`src/rtl/flash_protect_defines.vh`:
```
// How it works
// - Mask ROM is always read-protected; flash only once protection is on.
// - Protection starts only after a password is stored in loader mode 6.
// - Password bit 7 clear selects type zero: only program flash guarded.
// - Password bit 7 set selects type one: both flash banks guarded.
// - Dual-bank type zero: program flash readable only by code in program flash.
// - Dual-bank: any protection type refuses program or erase of program flash.
// - Type zero: data flash readable by code from any region.
// - Type one: flash readable only by code in either flash bank.
// - Dual-bank type zero: data flash program allowed, erase needs enable bit.
// - Unlock by matching password in loader mode; auto-erase program flash, password.
// - After unlock, protection holds until the next reset.
// - Dual-bank: bit 7 set erases all banks; clear erases program bank.
// - Sector variant: bit 7 set guards whole flash, erases all sectors.
// - Sector variant: code 10 guards every sector; codes 1-9 guard sectors below the code; others none.
// - Sector variant: one protection type for the whole flash.
`ifndef FLASH_PROTECT_DEFINES_VH
`define FLASH_PROTECT_DEFINES_VH

// Register offsets
`define REG_MISC_CTRL 4'h0
`define REG_PW_PROGRAM 4'h4
`define REG_PW_UNLOCK 4'h8
`define REG_STATUS 4'hC

// Field positions
`define MISC_ERASE_EN_BIT 0
`define PW_TYPE_BIT 7
`define PW_SECT_HI 6
`define PW_SECT_LO 3

// Reset values
`define MISC_RESET 8'h00
`define PW_RESET 8'h00

// Boot loader mode that stores or checks the password
`define LOADER_MODE_PW 3'h6

// Code and target regions
`define REGION_PFLASH 2'h0
`define REGION_DFLASH 2'h1
`define REGION_ROM 2'h2
`define REGION_OTHER 2'h3

// Sector field codes
`define SECT_CODE_ALL 4'hA
`define SECT_CODE_MAX 4'h9

`endif

```
`src/rtl/flash_readout_erase_protection.v`:
```
// Local design decisions: the address map and the address-and-strobe port.
`timescale 1ns/1ps
`include "flash_protect_defines.vh"

module flash_readout_erase_protection #(
	parameter SECTOR_VARIANT = 0,
	parameter NUM_SECTORS = 16
) (
	// Clock and reset
	input wire core_clk,
	input wire reset_n,
	// Register port
	input wire [3:0] reg_addr,
	input wire [7:0] reg_wdata,
	input wire reg_write,
	input wire reg_read,
	output reg [7:0] reg_rdata,
	// Boot loader pins
	input wire bootstrap_loader,
	input wire [2:0] bootstrap_loader_mode,
	// Nonvolatile password store
	input wire [7:0] stored_password,
	input wire stored_valid,
	output reg password_write,
	output reg [7:0] password_write_data,
	output reg password_erase,
	// CPU read check
	input wire rd_req,
	input wire [1:0] rd_target,
	input wire [1:0] fetch_region,
	output reg rd_grant,
	output reg rd_deny,
	// Program and erase requests
	input wire pe_req,
	input wire pe_erase,
	input wire pe_bank,
	input wire [3:0] pe_sector,
	output reg pe_go,
	output reg pe_fail,
	// Unlock auto-erase
	output reg auto_erase,
	output reg auto_erase_pflash,
	output reg auto_erase_dflash,
	output reg [NUM_SECTORS-1:0] auto_erase_sectors
);

	// Sectors guarded by the sector field of a password
	function [NUM_SECTORS-1:0] sector_mask;
		input [7:0] pw;
		reg [3:0] code;
		integer i;
		begin
			code = pw[`PW_SECT_HI:`PW_SECT_LO];
			sector_mask = {NUM_SECTORS{1'b0}};
			if (pw[`PW_TYPE_BIT] || code == `SECT_CODE_ALL)
				sector_mask = {NUM_SECTORS{1'b1}};
			else if (code != 4'h0 && code <= `SECT_CODE_MAX)
			begin
				for (i = 0; i < NUM_SECTORS; i = i + 1)
					if (i < code)
						sector_mask[i] = 1'b1;
			end
		end
	endfunction

	// Synchronised boot loader pins
	reg loader_meta;
	reg loader_sync;
	reg [2:0] mode_meta;
	reg [2:0] mode_sync;

	always @(posedge core_clk or negedge reset_n)
	begin
		if (!reset_n)
		begin
			loader_meta <= 1'b0;
			loader_sync <= 1'b0;
			mode_meta <= 3'h0;
			mode_sync <= 3'h0;
		end
		else
		begin
			loader_meta <= bootstrap_loader;
			loader_sync <= loader_meta;
			mode_meta <= bootstrap_loader_mode;
			mode_sync <= mode_meta;
		end
	end

	wire loader_pw_mode;
	assign loader_pw_mode = loader_sync &&
		(mode_sync == `LOADER_MODE_PW);

	// Protection state caught after reset release
	reg loaded;
	reg prot_on;
	reg type_one;
	reg [7:0] pw_copy;
	reg [NUM_SECTORS-1:0] guard_sectors;

	always @(posedge core_clk or negedge reset_n)
	begin
		if (!reset_n)
		begin
			loaded <= 1'b0;
			prot_on <= 1'b1;
			type_one <= 1'b1;
			pw_copy <= `PW_RESET;
			guard_sectors <= {NUM_SECTORS{1'b1}};
		end
		else if (!loaded)
		begin
			loaded <= 1'b1;
			prot_on <= stored_valid;
			type_one <= stored_password[`PW_TYPE_BIT];
			pw_copy <= stored_password;
			guard_sectors <= sector_mask(stored_password);
		end
	end

	// Register decode
	wire wr_misc;
	wire wr_pw_prog;
	wire wr_unlock;
	assign wr_misc = reg_write && reg_addr == `REG_MISC_CTRL;
	assign wr_pw_prog = reg_write && reg_addr == `REG_PW_PROGRAM;
	assign wr_unlock = reg_write && reg_addr == `REG_PW_UNLOCK;

	// Erase enable, consumed by each data flash erase granted under protection
	reg data_flash_erase_enable;
	reg [6:0] misc_spare;
	wire erase_en_used;

	always @(posedge core_clk or negedge reset_n)
	begin
		if (!reset_n)
		begin
			{misc_spare, data_flash_erase_enable} <=
				`MISC_RESET;
		end
		else
		begin
			if (wr_misc)
			begin
				data_flash_erase_enable <=
					reg_wdata[`MISC_ERASE_EN_BIT];
				misc_spare <= reg_wdata[7:1];
			end
			else if (erase_en_used)
				data_flash_erase_enable <= 1'b0;
		end
	end

	// Read permission
	reg next_rd_ok;
	wire from_flash;
	assign from_flash = fetch_region == `REGION_PFLASH ||
		fetch_region == `REGION_DFLASH;

	always @*
	begin
		next_rd_ok = 1'b0;
		if (loaded)
		begin
			case (rd_target)
			`REGION_ROM:
				next_rd_ok = fetch_region == `REGION_ROM;
			`REGION_PFLASH:
				if (!prot_on)
					next_rd_ok = 1'b1;
				else if (type_one)
					next_rd_ok = from_flash;
				else if (SECTOR_VARIANT != 0)
					next_rd_ok = 1'b1;
				else
					next_rd_ok =
						fetch_region == `REGION_PFLASH;
			`REGION_DFLASH:
				if (!prot_on || !type_one)
					next_rd_ok = 1'b1;
				else
					next_rd_ok = from_flash;
			default:
				next_rd_ok = 1'b1;
			endcase
		end
	end

	// Program and erase permission
	reg next_pe_ok;
	wire sector_guarded;
	assign sector_guarded = pe_sector < NUM_SECTORS &&
		guard_sectors[pe_sector];

	always @*
	begin
		next_pe_ok = 1'b0;
		if (!loaded)
			next_pe_ok = 1'b0;
		else if (!prot_on)
			next_pe_ok = 1'b1;
		else if (SECTOR_VARIANT != 0)
		begin
			if (type_one)
				next_pe_ok = 1'b0;
			else
				next_pe_ok = !(pe_erase && sector_guarded);
		end
		else if (!pe_bank)
			next_pe_ok = 1'b0;
		else if (type_one)
			next_pe_ok = 1'b0;
		else
			next_pe_ok = !pe_erase ||
				data_flash_erase_enable;
	end

	assign erase_en_used = pe_req && pe_erase && pe_bank &&
		next_pe_ok && prot_on && SECTOR_VARIANT == 0;

	// Request answers
	always @(posedge core_clk or negedge reset_n)
	begin
		if (!reset_n)
		begin
			rd_grant <= 1'b0;
			rd_deny <= 1'b0;
			pe_go <= 1'b0;
			pe_fail <= 1'b0;
		end
		else
		begin
			rd_grant <= rd_req && next_rd_ok;
			rd_deny <= rd_req && !next_rd_ok;
			pe_go <= pe_req && next_pe_ok;
			pe_fail <= pe_req && !next_pe_ok;
		end
	end

	// Password program and unlock in loader mode
	reg unlocked;
	reg unlock_fail;
	reg pw_written;
	wire unlock_match;
	assign unlock_match = wr_unlock && loader_pw_mode && loaded &&
		prot_on && !unlocked && reg_wdata == pw_copy;

	always @(posedge core_clk or negedge reset_n)
	begin
		if (!reset_n)
		begin
			password_write <= 1'b0;
			password_write_data <= `PW_RESET;
			password_erase <= 1'b0;
			pw_written <= 1'b0;
			unlocked <= 1'b0;
			unlock_fail <= 1'b0;
			auto_erase <= 1'b0;
			auto_erase_pflash <= 1'b0;
			auto_erase_dflash <= 1'b0;
			auto_erase_sectors <= {NUM_SECTORS{1'b0}};
		end
		else
		begin
			password_write <= 1'b0;
			password_erase <= 1'b0;
			auto_erase <= 1'b0;
			if (wr_pw_prog && loader_pw_mode && loaded &&
				!prot_on && !pw_written)
			begin
				password_write <= 1'b1;
				password_write_data <= reg_wdata;
				pw_written <= 1'b1;
			end
			if (unlock_match)
			begin
				unlocked <= 1'b1;
				unlock_fail <= 1'b0;
				password_erase <= 1'b1;
				auto_erase <= 1'b1;
				auto_erase_pflash <= 1'b1;
				auto_erase_dflash <= type_one;
				auto_erase_sectors <= (SECTOR_VARIANT != 0) ?
					guard_sectors : {NUM_SECTORS{1'b0}};
			end
			else if (wr_unlock && loader_pw_mode && prot_on &&
				!unlocked)
				unlock_fail <= 1'b1;
		end
	end

	// Register read data, one cycle after the strobe
	always @(posedge core_clk or negedge reset_n)
	begin
		if (!reset_n)
			reg_rdata <= 8'h00;
		else if (reg_read)
		begin
			case (reg_addr)
			`REG_MISC_CTRL:
				reg_rdata <= {misc_spare, data_flash_erase_enable};
			`REG_STATUS:
				reg_rdata <= {2'h0, pw_written, unlock_fail,
					unlocked, type_one, prot_on, loaded};
			default:
				reg_rdata <= 8'h00;
			endcase
		end
		else
			reg_rdata <= 8'h00;
	end

endmodule // flash_readout_erase_protection

```
`config.mk`:
```
export PLATFORM = sky130hd
export DESIGN_NAME = flash_readout_erase_protection
export DESIGN_NICKNAME = d
export VERILOG_FILES = /design/src/rtl/flash_readout_erase_protection.v
export VERILOG_INCLUDE_DIRS = /design/src /design/src/rtl
export SDC_FILE = /design/constraint.sdc
export NUM_CORES = 1
export LEC_CHECK = 0
export BUFFER_PORTS_ARGS = -buffer_cell sky130_fd_sc_hd__clkbuf_2
export CORE_ASPECT_RATIO = 0.6
export CORE_MARGIN = 1.5
export CORE_UTILIZATION = 48
export DETAILED_ROUTE_END_ITERATION = 16
export MAX_ROUTING_LAYER = met4
export PLACE_DENSITY = 0.87
export RECOVER_POWER = 100
export SYNTH_ARGS = -nofsm -noshare
export SYNTH_HDL_FRONTEND = slang
export SYNTH_SLANG_ARGS = --single-unit
```
`constraint.sdc`:
```
create_clock -name core_clk -period 1.75 [get_ports core_clk]
set_input_delay 0.175 -clock core_clk [delete_from_list [all_inputs] [get_ports core_clk]]
set_output_delay 0.175 -clock core_clk [all_outputs]
set_load 0.02 [all_outputs]
```
# Yosys cells after proc, flatten, opt, wreduce, memory -nomap -nowiden
# Index checks and enable logic that the tools add are counted.
classes:
  n_eq_ne: 9
  mux: 17
  n_reduce_logical: 38
op_table:
  columns: ["op", "n"]
  rows:
  - ["1-bit logical AND", 23]
  - ["8-bit one-hot mux with 2 select lines", 1]
  - ["1-bit two-way mux", 14]
  - ["4-bit == test (second input constant)", 2]
  - ["8-bit == test", 1]
  - ["8-bit two-way mux", 1]
  - ["1-bit logical NOT", 7]
  - ["2-bit by 1-bit == test with 1-bit output (second input constant)", 2]
  - ["2-bit == test (second input constant)", 2]
  - ["4-bit by 3-bit == test with 1-bit output (second input constant)", 1]
  - ["2-bit logical NOT", 2]
  - ["4-bit logical NOT", 1]
  - ["2-bit nonzero test", 2]
  - ["3-bit == test (second input constant)", 1]
  - ["1-bit logical OR", 3]
  - ["1-bit one-hot mux with 3 select lines", 1]
totals:
  regBits: 53
  input_bits: 41
  out_inout_bits: 41
  wordCells: 86

# Logic depth before layout (Yosys ltp)
logic_depth:
  depth_word: 10
  mapped_depth: 5
  ltp_nobuf: 4

# Worst setup path before layout
# Ideal clock, no wire load.
synth_timing:
  path_kind: "register -> register"
  start: "register unlocked"
  end: "register auto_erase_dflash"
  setup_ps: 128
  t_arrival_ps: 1440
  required_time_ps: 1622
  slack_ps: 182
  stages_incl_launch_ff: 5
  n_path_buf: 0
  period_less_slack_ps: 1568
  path_cell_list: "dfrtp_1 > nand4bb_1 > nor3_1 > nor4b_4 > mux2_1"
synth_between:
  elab_chain_cells: 3
synth_lines:
  columns: ["item", "line_no", "text"]
  rows:
  - ["start: declaration", "flash_readout_erase_protection.v:241", "reg unlocked;"]
  - ["start signal: assignment", "flash_readout_erase_protection.v:256", "unlocked <= 1'b0;"]
  - ["start signal: assignment", "flash_readout_erase_protection.v:277", "unlocked <= 1'b1;"]
  - ["1-bit logical NOT", "flash_readout_erase_protection.v:246", "prot_on && !unlocked && reg_wdata == pw_copy;"]
  - ["1-bit logical AND (2 in a row)", "flash_readout_erase_protection.v:246", null]
  - ["end signal: assignment", "flash_readout_erase_protection.v:282", "auto_erase_dflash <= type_one;"]
  - ["end: declaration", "flash_readout_erase_protection.v:43", "output reg auto_erase_dflash,"]
# Every way passes these cells.
# A chain may end at the register's enable or synchronous reset.

# Worst setup path in the final report
layout_timing:
  start: "register prot_on"
  end: "register auto_erase_dflash"
layout_between:
  elab_chain_cells: 3
layout_lines:
  columns: ["item", "line_no", "text"]
  rows:
  - ["start: declaration", "flash_readout_erase_protection.v:96", "reg prot_on;"]
  - ["start signal: assignment", "flash_readout_erase_protection.v:114", "prot_on <= stored_valid;"]
  - ["1-bit logical AND", "flash_readout_erase_protection.v:245", "assign unlock_match = wr_unlock && loader_pw_mode && loaded &&"]
  - ["1-bit logical AND (2 in a row)", "flash_readout_erase_protection.v:246", null]
# Every way passes these cells.

==> impl_results.md <==
* Clock tree sinks at 53
* DR WL/cell at 13.5 um
* Fin. Hold Viols at 0
* Netlist cell types at 36
* Die height at 55.6 um
* Worst-Margin Slew at 1.16 ns
* Worst VDD drop at 0.000502 V
* Avg Vias per Cell at 4.69
* Hold Crit Class: primary input to register
* Area leader, netlist: dfrtp_1
* Hold_ws at 0.0898 ns
* Total gr overflow at 0
* CP max FO at 3
* CTS root buf: clkbuf_8
* Max_slew headroom at 22.6%
* Number of global-route vias before repair at 1472
* Setup crit end kind: register
* Crit path DAT at 1.80 ns
* Count leader, synth: dfrtp_1
* Starting Density at 51.9%
* Port bufs at 61
* Syn avg cell area at 13.5 um2
* Crit path kind: register to register
* Gpl congestion at 0.786
* Post-synth ARST share at 100%
* Mapped Area at 2210 um2
* Synth area leaders: dfrtp_1 (58%), mux2_2 (8.1%), buf_4 (5.8%), mux2_4 (4.8%), xnor2_1 (3.2%)
* Total CTS buffers at 5
* DR pass1 iterations at 4
* # diodes at 0
* Mapped Cells at 164
* #FFs+latches synth at 53
* YS warnings at 0
* Final Max Tran Viols at 0
* Layout area overhead at 19.9%
* DR DRC count at 0
* Worst setup SP type: register
* ANT nets after route at 0
* CTS tree: built
* Total Wirelength at 4060 um
* RSZ-0062 raised after global routing: no
* Final #Nets at 281
* Post-route clock skew at 0.00552 ns
* Num rows at 18
* Core ar. at 4260 um2
* Leakage Power at 1.30 nW
* Number of max-cap violations at 0
* Final min period at 1.62 ns
* Worst-case clock buffer depth at 2
* CTS clk-pin slew, worst paths at 0.08 ns
* H-tree depth at 2
* Power density cells at 933 nW/um2
* Synth top area share at 57.7%
* Post-synth EDFFs at 0
* Worst-skew pair later-pin latency at 0.30 ns
* GRT Total Usage at 18.1%
* Layout cell share with drive strength beyond 1 at 28.6%
* Gates resized, CTS repair at 0
* First-pass GRT wire length at 6820 um
* Post-synthesis sequential area ratio at 60.1%
* Initial antenna violation count at 0
* Outcome: finished clean
* Fmax at 0.619 GHz
* Part of the cycle the worst path needs at 92.3%
* Hpwl dp at 3100 um
* Drt initial violations at 22
* Most frequent cells after synthesis: dfrtp_1 (51), buf_4 (17), mux2_2 (16)
* Most used DFF post-synth: dfrtp_1
* Largest net degree at the start of global routing at 22
* Setup violators final at 0
* Setup TNS at 0 ns
* CP required at 1.94 ns
* Num ports at 82
* Die Width at 90.6 um
* Die ar. at 5040 um2
* Via count at 1411
==> logic make-up after synthesis <==
kind of cell / count (synthesis) / share of synthesized area (%)
simple gates: 41 / 11.5
buf+inv: 23 / 7.13
xor+xnor: 8 / 3.17
compound gates: 13 / 4.36
flops: 53 / 60.1
mux: 24 / 13.4
other cells: 2 / 0.340
==> state kept, by name, summed over array words and instances (netlist names), 3 cells and up <==
register and cells:
password_write_data 8, pw_copy 8, reg_rdata 8, misc_spare 7, mode_meta 3, mode_sync 3
==> placed cells by master (no fill, tap or decap), types with 2 or more instances in the layout <==
cell type      synthesis  final
nor3_1                 3      3
a22o_1                 6      6
nand4_1                2      2
nand2_1                8      8
clkbuf_2               0     34
inv_1                  3      3
dfrtp_1               51     51
buf_4                 17      4
nand2b_1               3      3
xnor2_1                8      8
mux2_1                 1      6
o21ai_0                3      3
nand3_1                2      2
conb_1                 2     17
mux2_2                16     16
clkbuf_8               0      5
and3_1                 2      2
nor2_1                 6      6
nor2b_1                3      3
dlygate4sd3_1          0      5
clkbuf_1               2     32
mux2_4                 7      2
==> critical path, stage by stage (launching register included) <==
cell	delay (ns)
dfstp_2	0.55
nand4bb_1	0.11
nor3_1	0.20
nor4b_4	0.29
mux2_1	0.35
==> per-stage QoR <==
stage / power, W / cell area [um2] / worst slack [ns] / instances / utilization, %
2_1_floorplan: 0.00160 / 2270 / 0.182 / 179 / -
3_3_place_gp: 0.00171 / 2560 / 0.0951 / 288 / 60.2
3_5_place_dp: 0.00172 / 2560 / 0.0440 / 288 / 60.2
4_1_cts: 0.00252 / 2720 / 0.133 / 301 / 63.9
5_1_grt: 0.00257 / 2650 / 0.0239 / 301 / 62.3
6_report: 0.00247 / 2650 / 0.134 / 301 / 62.3
==> layer usage <==
layer	wire, um	GRT usage [%]	vias up
li1	-	-	681
met1	2030	24.9	668
met2	1710	26.1	54
met3	263	4.78	8
met4	61	6.80	0
met5	0	-	-
==> final timing paths <==
kind | start | endpoint | slack (ns) | depth (start not counted)
worst max register to register | prot_on | auto_erase_dflash | 0.13 | 4
worst min register to register | mode_meta[1] | mode_sync[1] | 0.35 | 0
worst max-delay path | prot_on | auto_erase_dflash | 0.13 | 4
min in group asynchronous | reset_n | password_write_data[5] | 0.62 | 2
worst min-delay path | rd_req | rd_deny | 0.09 | 2
max in group asynchronous | reset_n | type_one | 0.29 | 3
==> cell type report <==
class	instances	area (um2)
fillers	377	1610
flip-flops and latches	53	1330
multi-input cells	103	762
repair buffers	74	367
well taps	60	75.1
clock buffers	6	72.6
clock inverters	2	35.0
inverters	3	11.3
==> repair_timing <==
action | in CTS | in global routing
buffers inserted | 0 | 0
hold buffers | 5 | 0
endpoints found under the hold margin | 21 | 0
==> report_power, final <==
group	switching [W]	total, W	internal (W)
sequential	0.0000632	0.00138	0.00132
combinational	0.000158	0.000296	0.000138
clock	0.000373	0.000798	0.000424
Power figures use the tool's default switching activity.
